### src/hdl/e3om_pkg.sv
// package of constants for the e3 g.832 receive overhead monitor
package e3om_pkg;
	// printed offsets are word indices; the apb byte address is four times the index
	localparam logic [11:0] E3OM_CFG_ONE_INDEX = 12'h010;
	localparam logic [11:0] E3OM_CFG_TWO_INDEX = 12'h011;
	localparam logic [11:0] E3OM_CFG_ONE_ADDR = E3OM_CFG_ONE_INDEX << 2;
	localparam logic [11:0] E3OM_CFG_TWO_ADDR = E3OM_CFG_TWO_INDEX << 2;
	localparam logic [11:0] E3OM_IRQ_STAT_ADDR = 12'h0048;
	localparam logic [11:0] E3OM_IRQ_MASK_ADDR = 12'h004c;
	localparam logic [11:0] E3OM_MODE_ADDR = 12'h0050;
	localparam logic [7:0] E3OM_CFG_ONE_RESET = 8'h00;
	localparam logic [7:0] E3OM_CFG_TWO_RESET = 8'h7f;
	localparam int E3OM_PLD_LSB = 5;
	localparam int E3OM_FERF_SEL_BIT = 4;
	localparam int E3OM_TMARK_SEL_BIT = 3;
	localparam int E3OM_LOF_SEL_BIT = 7;
	localparam int E3OM_TMARK_BIT = 1;
	localparam int E3OM_MA_FERF_BIT = 7;
	localparam int E3OM_MA_PLD_LSB = 3;
	localparam int E3OM_MA_TMARK_BIT = 0;
	localparam logic [2:0] E3OM_SHORT_COUNT = 3'h3;
	localparam logic [2:0] E3OM_LONG_COUNT = 3'h5;
	localparam logic [2:0] E3OM_OOF_COUNT = 3'h4;
	localparam logic [2:0] E3OM_UNSTAB_FRAMES = 3'h5;
	localparam logic [4:0] E3OM_LOF_LONG_FRAMES = 5'h18;
	localparam logic [4:0] E3OM_LOF_SHORT_FRAMES = 5'h08;
	localparam int E3OM_IRQ_MISMATCH = 0;
	localparam int E3OM_IRQ_FERF = 1;
	localparam int E3OM_IRQ_OOF = 2;
	localparam int E3OM_IRQ_LOF = 3;
	localparam int E3OM_IRQ_WIDTH = 4;
endpackage : e3om_pkg

### src/hdl/e3om_monitor.sv
// receive overhead monitor for one e3 g.832 channel with an apb register slave
//
// Chosen here: register access over APB.
`timescale 1ns/1ps
`default_nettype none
module e3om_monitor (
	input wire logic pclk,
	input wire logic presetn,
	input wire logic psel,
	input wire logic penable,
	input wire logic pwrite,
	input wire logic [11:0] paddr,
	input wire logic [31:0] pwdata,
	output logic [31:0] prdata,
	output logic pready,
	output logic pslverr,
	input wire logic frame_strobe,
	input wire logic [7:0] maintenance_adaptation_byte,
	input wire logic alignment_error,
	output logic irq
);
	import e3om_pkg::*;

	logic [2:0] received_payload_kind_q;
	logic [2:0] expected_payload_kind_q;
	logic far_fail_count_select_q;
	logic timing_marker_count_select_q;
	logic frame_loss_time_select_q;
	logic revision_1998_q;
	logic far_end_fail_flag_q;
	logic timing_marker_validated_q;
	logic frame_loss_flag_q;
	logic out_of_alignment_flag_q;
	logic payload_kind_unstable_q;
	logic [E3OM_IRQ_WIDTH-1:0] irq_stat_q;
	logic [E3OM_IRQ_WIDTH-1:0] irq_mask_q;
	logic [E3OM_IRQ_WIDTH-1:0] irq_event;
	logic [2:0] ferf_run_q;
	logic [2:0] tmark_run_q;
	logic tmark_last_q;
	logic [2:0] oof_run_q;
	logic [4:0] lof_run_q;
	logic [2:0] pld_same_q;
	logic [2:0] ferf_need;
	logic [2:0] tmark_need;
	logic [4:0] lof_need;
	logic ma_ferf;
	logic ma_tmark;
	logic [2:0] ma_pld;
	logic in_frame_strobe;
	logic wr_en;
	logic rd_en;
	logic addr_hit;
	logic ferf_set;
	logic ferf_clr;

	// apb: zero wait states, unmapped addresses answer with pslverr
	assign pready = 1'b1;
	assign wr_en = psel && penable && pwrite;
	assign rd_en = psel && !pwrite;
	assign addr_hit = (paddr == E3OM_CFG_ONE_ADDR) || (paddr == E3OM_CFG_TWO_ADDR) ||
		(paddr == E3OM_IRQ_STAT_ADDR) || (paddr == E3OM_IRQ_MASK_ADDR) ||
		(paddr == E3OM_MODE_ADDR);
	assign pslverr = psel && penable && !addr_hit;

	assign ma_ferf = maintenance_adaptation_byte[E3OM_MA_FERF_BIT];
	assign ma_tmark = maintenance_adaptation_byte[E3OM_MA_TMARK_BIT];
	assign ma_pld = maintenance_adaptation_byte[E3OM_MA_PLD_LSB +: 3];
	// maintenance byte is only trusted while aligned
	// so the first good frame after out of frame only serves to regain alignment
	assign in_frame_strobe = frame_strobe && !out_of_alignment_flag_q;

	assign ferf_need = far_fail_count_select_q ? E3OM_LONG_COUNT : E3OM_SHORT_COUNT;
	// the 1998 revision forces the short marker count
	assign tmark_need = (timing_marker_count_select_q && !revision_1998_q) ?
		E3OM_LONG_COUNT : E3OM_SHORT_COUNT;
	assign lof_need = frame_loss_time_select_q ? E3OM_LOF_SHORT_FRAMES : E3OM_LOF_LONG_FRAMES;

	always_ff @(posedge pclk or negedge presetn) begin
		if (!presetn) begin
			expected_payload_kind_q <= E3OM_CFG_ONE_RESET[2:0];
			far_fail_count_select_q <= E3OM_CFG_ONE_RESET[E3OM_FERF_SEL_BIT];
			timing_marker_count_select_q <= E3OM_CFG_ONE_RESET[E3OM_TMARK_SEL_BIT];
			frame_loss_time_select_q <= E3OM_CFG_TWO_RESET[E3OM_LOF_SEL_BIT];
			revision_1998_q <= 1'b0;
			irq_mask_q <= '0;
		end else if (wr_en) begin
			case (paddr)
				E3OM_CFG_ONE_ADDR: begin
					expected_payload_kind_q <= pwdata[2:0];
					far_fail_count_select_q <= pwdata[E3OM_FERF_SEL_BIT];
					timing_marker_count_select_q <= pwdata[E3OM_TMARK_SEL_BIT];
				end
				E3OM_CFG_TWO_ADDR: begin
					frame_loss_time_select_q <= pwdata[E3OM_LOF_SEL_BIT];
				end
				E3OM_IRQ_MASK_ADDR: begin
					irq_mask_q <= pwdata[E3OM_IRQ_WIDTH-1:0];
				end
				E3OM_MODE_ADDR: begin
					revision_1998_q <= pwdata[0];
				end
				default: begin
				end
			endcase
		end
	end

	// payload kind capture and stability window
	always_ff @(posedge pclk or negedge presetn) begin
		if (!presetn) begin
			received_payload_kind_q <= E3OM_CFG_ONE_RESET[E3OM_PLD_LSB +: 3];
			pld_same_q <= 3'h0;
			payload_kind_unstable_q <= E3OM_CFG_TWO_RESET[2];
		end else if (in_frame_strobe) begin
			received_payload_kind_q <= ma_pld;
			if (ma_pld != received_payload_kind_q) begin
				pld_same_q <= 3'h0;
				payload_kind_unstable_q <= 1'b1;
			end else if (pld_same_q + 3'h1 < E3OM_UNSTAB_FRAMES - 3'h1) begin
				pld_same_q <= pld_same_q + 3'h1;
			end else begin
				// five equal frames in a row: one seed plus four repeats
				payload_kind_unstable_q <= 1'b0;
			end
		end
	end

	// far-end failure: count frames whose bit disagrees with the current flag
	assign ferf_set = in_frame_strobe && ma_ferf && !far_end_fail_flag_q &&
		(ferf_run_q + 3'h1 >= ferf_need);
	assign ferf_clr = in_frame_strobe && !ma_ferf && far_end_fail_flag_q &&
		(ferf_run_q + 3'h1 >= ferf_need);
	always_ff @(posedge pclk or negedge presetn) begin
		if (!presetn) begin
			ferf_run_q <= 3'h0;
			far_end_fail_flag_q <= E3OM_CFG_TWO_RESET[0];
		end else if (in_frame_strobe) begin
			if (ma_ferf == far_end_fail_flag_q || ferf_set || ferf_clr) begin
				ferf_run_q <= 3'h0;
			end else begin
				ferf_run_q <= ferf_run_q + 3'h1;
			end
			if (ferf_set) begin
				far_end_fail_flag_q <= 1'b1;
			end else if (ferf_clr) begin
				far_end_fail_flag_q <= 1'b0;
			end
		end
	end

	// timing marker: run length of the current received state
	always_ff @(posedge pclk or negedge presetn) begin
		if (!presetn) begin
			tmark_run_q <= 3'h0;
			tmark_last_q <= 1'b0;
			timing_marker_validated_q <= E3OM_CFG_TWO_RESET[E3OM_TMARK_BIT];
		end else if (in_frame_strobe) begin
			tmark_last_q <= ma_tmark;
			if (ma_tmark != tmark_last_q || tmark_run_q == 3'h0) begin
				tmark_run_q <= 3'h1;
			end else if (tmark_run_q < E3OM_LONG_COUNT) begin
				tmark_run_q <= tmark_run_q + 3'h1;
			end
			if (ma_tmark == tmark_last_q && tmark_run_q != 3'h0 &&
				tmark_run_q + 3'h1 >= tmark_need) begin
				timing_marker_validated_q <= ma_tmark;
			end
		end
	end

	// alignment loss and frame-loss timing, counted in frame periods
	always_ff @(posedge pclk or negedge presetn) begin
		if (!presetn) begin
			oof_run_q <= 3'h0;
			out_of_alignment_flag_q <= E3OM_CFG_TWO_RESET[5];
			lof_run_q <= 5'h00;
			frame_loss_flag_q <= E3OM_CFG_TWO_RESET[6];
		end else if (frame_strobe) begin
			if (!alignment_error) begin
				oof_run_q <= 3'h0;
				out_of_alignment_flag_q <= 1'b0;
			end else if (oof_run_q + 3'h1 >= E3OM_OOF_COUNT) begin
				out_of_alignment_flag_q <= 1'b1;
			end else begin
				oof_run_q <= oof_run_q + 3'h1;
			end
			// lof drops one frame after oof clears, as it reads the registered flag
			if (!out_of_alignment_flag_q) begin
				lof_run_q <= 5'h00;
				frame_loss_flag_q <= 1'b0;
			end else if (lof_run_q + 5'h01 >= lof_need) begin
				frame_loss_flag_q <= 1'b1;
			end else begin
				lof_run_q <= lof_run_q + 5'h01;
			end
		end
	end

	// mismatch is silenced in 1998 mode
	assign irq_event[E3OM_IRQ_MISMATCH] = in_frame_strobe && !revision_1998_q &&
		(ma_pld != expected_payload_kind_q);
	assign irq_event[E3OM_IRQ_FERF] = ferf_set || ferf_clr;
	assign irq_event[E3OM_IRQ_OOF] = frame_strobe && alignment_error && !out_of_alignment_flag_q &&
		(oof_run_q + 3'h1 >= E3OM_OOF_COUNT);
	assign irq_event[E3OM_IRQ_LOF] = frame_strobe && out_of_alignment_flag_q && !frame_loss_flag_q &&
		(lof_run_q + 5'h01 >= lof_need);

	// a new event wins over a write-one-to-clear in the same cycle
	always_ff @(posedge pclk or negedge presetn) begin
		if (!presetn) begin
			irq_stat_q <= '0;
		end else begin
			irq_stat_q <= (irq_stat_q & ~((wr_en && paddr == E3OM_IRQ_STAT_ADDR) ?
				pwdata[E3OM_IRQ_WIDTH-1:0] : '0)) | irq_event;
		end
	end
	// a plain level: it stays up until software clears or masks the cause
	assign irq = |(irq_stat_q & irq_mask_q);

	// bits 4 and 3 of config/status two have no source in this block and read as zero
	always_comb begin
		prdata = 32'h0000_0000;
		if (rd_en) begin
			case (paddr)
				E3OM_CFG_ONE_ADDR: prdata[7:0] = {received_payload_kind_q, far_fail_count_select_q,
					timing_marker_count_select_q, expected_payload_kind_q};
				E3OM_CFG_TWO_ADDR: prdata[7:0] = {frame_loss_time_select_q, frame_loss_flag_q,
					out_of_alignment_flag_q, 2'b00, payload_kind_unstable_q,
					timing_marker_validated_q, far_end_fail_flag_q};
				E3OM_IRQ_STAT_ADDR: prdata[E3OM_IRQ_WIDTH-1:0] = irq_stat_q;
				E3OM_IRQ_MASK_ADDR: prdata[E3OM_IRQ_WIDTH-1:0] = irq_mask_q;
				E3OM_MODE_ADDR: prdata[0] = revision_1998_q;
				default: prdata = 32'h0000_0000;
			endcase
		end
	end
endmodule : e3om_monitor
`default_nettype wire

### config.mk
export PLATFORM = sky130hd
export DESIGN_NAME = e3om_monitor
export DESIGN_NICKNAME = d
export VERILOG_FILES = /design/src/hdl/e3om_pkg.sv /design/src/hdl/e3om_monitor.sv
export SDC_FILE = /design/constraint.sdc
export NUM_CORES = 1
export LEC_CHECK = 0
export BUFFER_PORTS_ARGS = -buffer_cell sky130_fd_sc_hd__buf_2
export CAP_MARGIN = 20
export CORE_UTILIZATION = 44
export CTS_CLUSTER_DIAMETER = 200
export DETAILED_ROUTE_END_ITERATION = 16
export PLACE_DENSITY_LB_ADDON = 0.1
export SETUP_SLACK_MARGIN = 0.3
export SLEW_MARGIN = 5
export SYNTH_ARGS = -nofsm -noshare
export SYNTH_HDL_FRONTEND = slang
export SYNTH_SLANG_ARGS = --single-unit
### constraint.sdc
create_clock -name pclk -period 5.7 [get_ports pclk]
set_input_delay 1.14 -clock pclk [delete_from_list [all_inputs] [get_ports pclk]]
set_output_delay 1.14 -clock pclk [all_outputs]
set_load 0.03 [all_outputs]
# After elaboration in Yosys (flattened, before gate mapping)
# Cells that the tools add are included.
dict set report word_totals {
  inputBits 59
  out_inout_bits 35
  word_cells 131
  regBits 41
}
dict set report op_classes {
  muxes 25
  reduce_logical 57
  n_lt_le_gt_ge 6
  eq_ne 15
  n_addsub 5
  bitwise 4
}
# cell count
set op_table {}
lappend op_table {{12-bit by 7-bit equality test with 1-bit output (second input constant)} 5}
lappend op_table {{3-bit 2-to-1 mux} 9}
lappend op_table {{2-bit AND reduction} 13}
lappend op_table {{1-bit logical AND} 23}
lappend op_table {{5-bit 2-to-1 mux} 3}
lappend op_table {{3-bit by 1-bit adder with 3-bit output (second input constant)} 4}
lappend op_table {{3-bit one-hot mux with 4 select lines} 1}
lappend op_table {{4-bit bitwise AND} 2}
lappend op_table {{1-bit logical OR} 8}
lappend op_table {{1-bit 2-to-1 mux} 8}
lappend op_table {{8-bit 2-to-1 mux} 1}
lappend op_table {{4-bit one-hot mux with 2 select lines} 1}
lappend op_table {{1-bit zero test} 7}
lappend op_table {{3-bit greater-or-equal comparator} 2}
lappend op_table {{3-bit < comparator (second input constant)} 2}
lappend op_table {{2-bit inequality test (second input constant)} 3}
lappend op_table {{3-bit inequality test} 2}
lappend op_table {{2-bit nonzero test} 3}
lappend op_table {{5-bit by 1-bit adder with 5-bit output (second input constant)} 1}
lappend op_table {{5-bit greater-or-equal comparator} 1}
lappend op_table {{1-bit one-hot mux with 5 select lines} 1}
lappend op_table {{4-bit 2-to-1 mux} 1}
lappend op_table {{2-bit by 1-bit inequality test with 1-bit output (second input constant)} 2}
lappend op_table {{4-bit inverter} 1}
lappend op_table {{7 further kinds} 8}

# Depth between registers and ports, before layout
dict set report depth {
  ltp_word 8
  ltp_mapped 8
  depth_no_buf 8
}

# Least setup slack after synthesis
# OpenSTA, ideal clock, no wires.
dict set report synth_path {
  path_type {input to output}
  from {input paddr[2]}
  to {output prdata[4]}
  path_buffers 1
  stages 4
  t_arrival_ns 2.693
  required_ns 4.560
  slack_ns 1.867
  path_cell_list {clkbuf_1 > nor4_2 > nand3_1 > nor4_1}
}
dict set report synth_via {
  elab_chain_len 3
  word_cells_on_any_way 4
  cone_classes {eq/ne (2); mux (2)}
}
# item line_no
set synth_rtl {}
lappend synth_rtl {{from (decl)} e3om_monitor.sv:12} ;# input wire logic [11:0] paddr,
lappend synth_rtl {{12-bit by 7-bit equality test with 1-bit output} e3om_monitor.sv:225} ;# case (paddr)
lappend synth_rtl {{4-bit one-hot mux with 2 select lines *} e3om_monitor.sv:225}
lappend synth_rtl {{8-bit 2-to-1 mux *} e3om_monitor.sv:224} ;# if (rd_en) begin
lappend synth_rtl {{to (decl)} e3om_monitor.sv:14} ;# output logic [31:0] prdata,
# Every way passes the cells marked *; elsewhere a longest branch is shown, timed or not.

# Final worst setup path
dict set report layout_path {
  from {input paddr[3]}
  to {output prdata[5]}
}
# The elaborated chain is that of the path after synthesis.

==> flow_summary.json <==
{
  "fin_hold_ws_ps": 490.1,
  "final_common_cell": "buf_2",
  "layout-drive-gt1-share_pct": 24.61,
  "regArea_sq_um": 1032,
  "hold_viol": 0,
  "r2r_cells": 8,
  "portBuffers": 39,
  "start_util_pct": 45.46,
  "num_rows": 28,
  "routabilityCongestion": 0.8092,
  "clock_path_buffers": 2,
  "hp-class": "reg -> reg",
  "grt-ovfl-total": 0,
  "worstMarginPinSlew_ps": 940.7,
  "critPathArrivalTime_ps": 2730,
  "ctsHoldBuffers": 0,
  "synth_enable_flop_cells": 0,
  "synth_cells": 278,
  "nFillCells": 581,
  "fp.dieArea_sq_um": 6434,
  "drt_wl_total_um": 5467,
  "layout.nets": 387,
  "clock-root-buffer": "clkbuf_8",
  "start_kind": "input port",
  "rsz0062_at_grt": "no",
  "cp_max_fo": 12,
  "dr.pass1.iters": 4,
  "grt_first_pass_wirelength_um": 9018,
  "clock_sinks": 41,
  "status": "completed",
  "max_clock_freq_mhz": 258.6,
  "fin_setup_tns_ps": 0,
  "dp.cells": 384,
  "yosysWarnings": 0,
  "ys_seq_elements": 41,
  "cts_resized": 0,
  "die_w_um": 80.21,
  "cp.required_ps": 4560,
  "dp_hpwl_um": 4100,
  "cellPowerDensity_nw_per_um2": 290.9,
  "io_pins": 94,
  "path_clk_slew_ps": 70,
  "drc": 0,
  "synth-main-ff-cell": "dfrtp_1",
  "clk_latency_ps": 290,
  "setup.worst_path.end_class": "primary output",
  "wl_per_cell_um": 13.95,
  "synthArstFlopShare_pct": 100.0,
  "drv_cap": 0,
  "final_area_sq_um": 2974,
  "post_cts_buffers": 0,
  "grt_use_total_pct": 18.59,
  "fin_cells": 392,
  "multi_input_area_sq_um": 1488,
  "htree_levels": 2,
  "slew_viol_final": 0,
  "first_iter_violations": 86,
  "power.leakage_nw": 1.467,
  "finClkSkew_ps": 6.125,
  "ys_seq_area_share_pct": 38.35,
  "die_h_um": 80.21,
  "tritoncts": "done",
  "grt_antenna_before_repair": 0,
  "syn_avg_cell_area_sq_um": 9.681,
  "vias_per_cell": 5.227,
  "ir_drop_mv": 0.1417,
  "min_period_ps": 3867,
  "critPathKind": "in -> out",
  "grt_max_degree": 42,
  "cts_buffers": 5,
  "grt_pass1_vias": 1861,
  "setup_viol": 0,
  "core-area_sq_um": 5921,
  "finalCritPeriodShare_pct": 67.84,
  "vias": 2049,
  "relSlewSlack_pct": 37.29,
  "mostFrequentLayoutCells": "buf_2, nand2_1, dfrtp_1",
  "detail-route-antenna-nets": 0,
  "area_growth_pct": 10.51,
  "synthesis.area_sq_um": 2691,
  "ys_types": 57,
  "n_antenna_cell": 0,
  "hold_depth": 2,
  "dpl_cell_area_sq_um": 2858
}
-- state kept, by name, indices dropped and copies added, names as in the netlist --
signal / flops
expected_payload_kind_q: 3
far_end_fail_flag_q: 1
far_fail_count_select_q: 1
ferf_run_q: 3
frame_loss_flag_q: 1
frame_loss_time_select_q: 1
irq_mask_q: 4
irq_stat_q: 4
lof_run_q: 5
oof_run_q: 3
out_of_alignment_flag_q: 1
payload_kind_unstable_q: 1
pld_same_q: 3
received_payload_kind_q: 3
revision_1998_q: 1
timing_marker_count_select_q: 1
timing_marker_validated_q: 1
tmark_last_q: 1
tmark_run_q: 3
-- per-layer routing --
layer  global-route usage [%]  vias up  part of all wire (%)
met1                    25.83      977                    49
met4                    4.821        0                  0.80
met2                    29.66       61                    46
met5                        0        -                     0
met3                    3.523        5                   4.6
li1                         -     1006                     -
-- synthesized netlist by cell type (2+ instances only) --
cell type | n | area share, %
nand2_1 | 38 | 5.3
a21oi_1 | 5 | 0.93
xor2_1 | 4 | 1.3
and3_1 | 2 | 0.46
mux2i_1 | 2 | 0.74
buf_4 | 25 | 7.0
nor4_1 | 2 | 0.46
nand3_1 | 9 | 1.7
nor3_1 | 5 | 0.93
o211ai_1 | 2 | 0.56
xnor2_1 | 9 | 2.9
nand2b_1 | 7 | 1.6
dfrtp_1 | 36 | 33
nor2b_1 | 6 | 1.4
mux2_2 | 16 | 6.7
dfstp_2 | 5 | 4.9
buf_2 | 2 | 0.37
nor2_1 | 11 | 1.5
nor4_4 | 2 | 1.6
conb_1 | 2 | 0.28
mux4_2 | 2 | 1.7
a22oi_1 | 4 | 1.1
and2_1 | 3 | 0.70
clkbuf_1 | 4 | 0.56
o21a_1 | 2 | 0.56
o21ai_0 | 12 | 2.2
ha_1 | 12 | 5.6
a22o_1 | 7 | 2.3
inv_1 | 11 | 1.5
nand4_1 | 4 | 0.93
-- where the power goes --
part           switching (mW)  internal [mW]
combinational           0.135          0.103
clock                   0.101          0.143
sequential             0.0441          0.339
total                   0.280          0.585
-- worst max-delay path, cell delays in order --
cell	delay, ps
buf_2	180
nor4_2	410
nand3_1	150
nor3_1	400
a22o_1	230
buf_2	210
-- logic make-up (layout without fill, tap and decap cells) --
logic type	count (synthesis)	after routing	synth area share (%)
AOI/OAI and AO/OA	43	43	11.30
adders and majority gates	12	12	5.579
other	2	25	0.2790
buffers and inverters	43	59	9.577
xor gates and xnor gates	13	13	4.231
and+or+nand+nor	104	104	21.57
DFF	41	41	38.35
muxes	20	20	9.112
-- path summary, 6_finish.rpt --
check                              from                          to  slack, ps
setup / recovery               paddr[3]                   prdata[5]       1830
hold reg to reg            oof_run_q[1]                oof_run_q[1]        490
setup reg to reg           lof_run_q[0]                lof_run_q[2]       3400
hold / removal             oof_run_q[1]                oof_run_q[1]        490
max in group asynchronous       presetn               irq_stat_q[3]       4130
min in group asynchronous       presetn  received_payload_kind_q[2]        990
-- stage by stage --
| step | power [mW] | util, % | setup WS [ps] |
|---|---|---|---|
| finish | 0.8650 | 50.23 | 1833 |
| CTS | 0.8767 | 50.23 | 1826 |
| detailed placement | 0.6269 | 48.27 | 1820 |
| global route | 0.9243 | 50.23 | 1715 |
| global placement | 0.6200 | 48.27 | 1843 |
| floorplan | 0.5741 | - | 1867 |
-- area by class of cell --
cell class                      instances  area share [%]
Clock inverter                          1           1.010
Inverter                               11           1.388
Sequential cell                        41           34.71
Timing Repair Buffer                   40           6.815
Multi-Input combinational cell        217           50.02
Tap cell                               75           3.155
Clock buffer                            7           2.903
(Power assumes the default switching activity.)
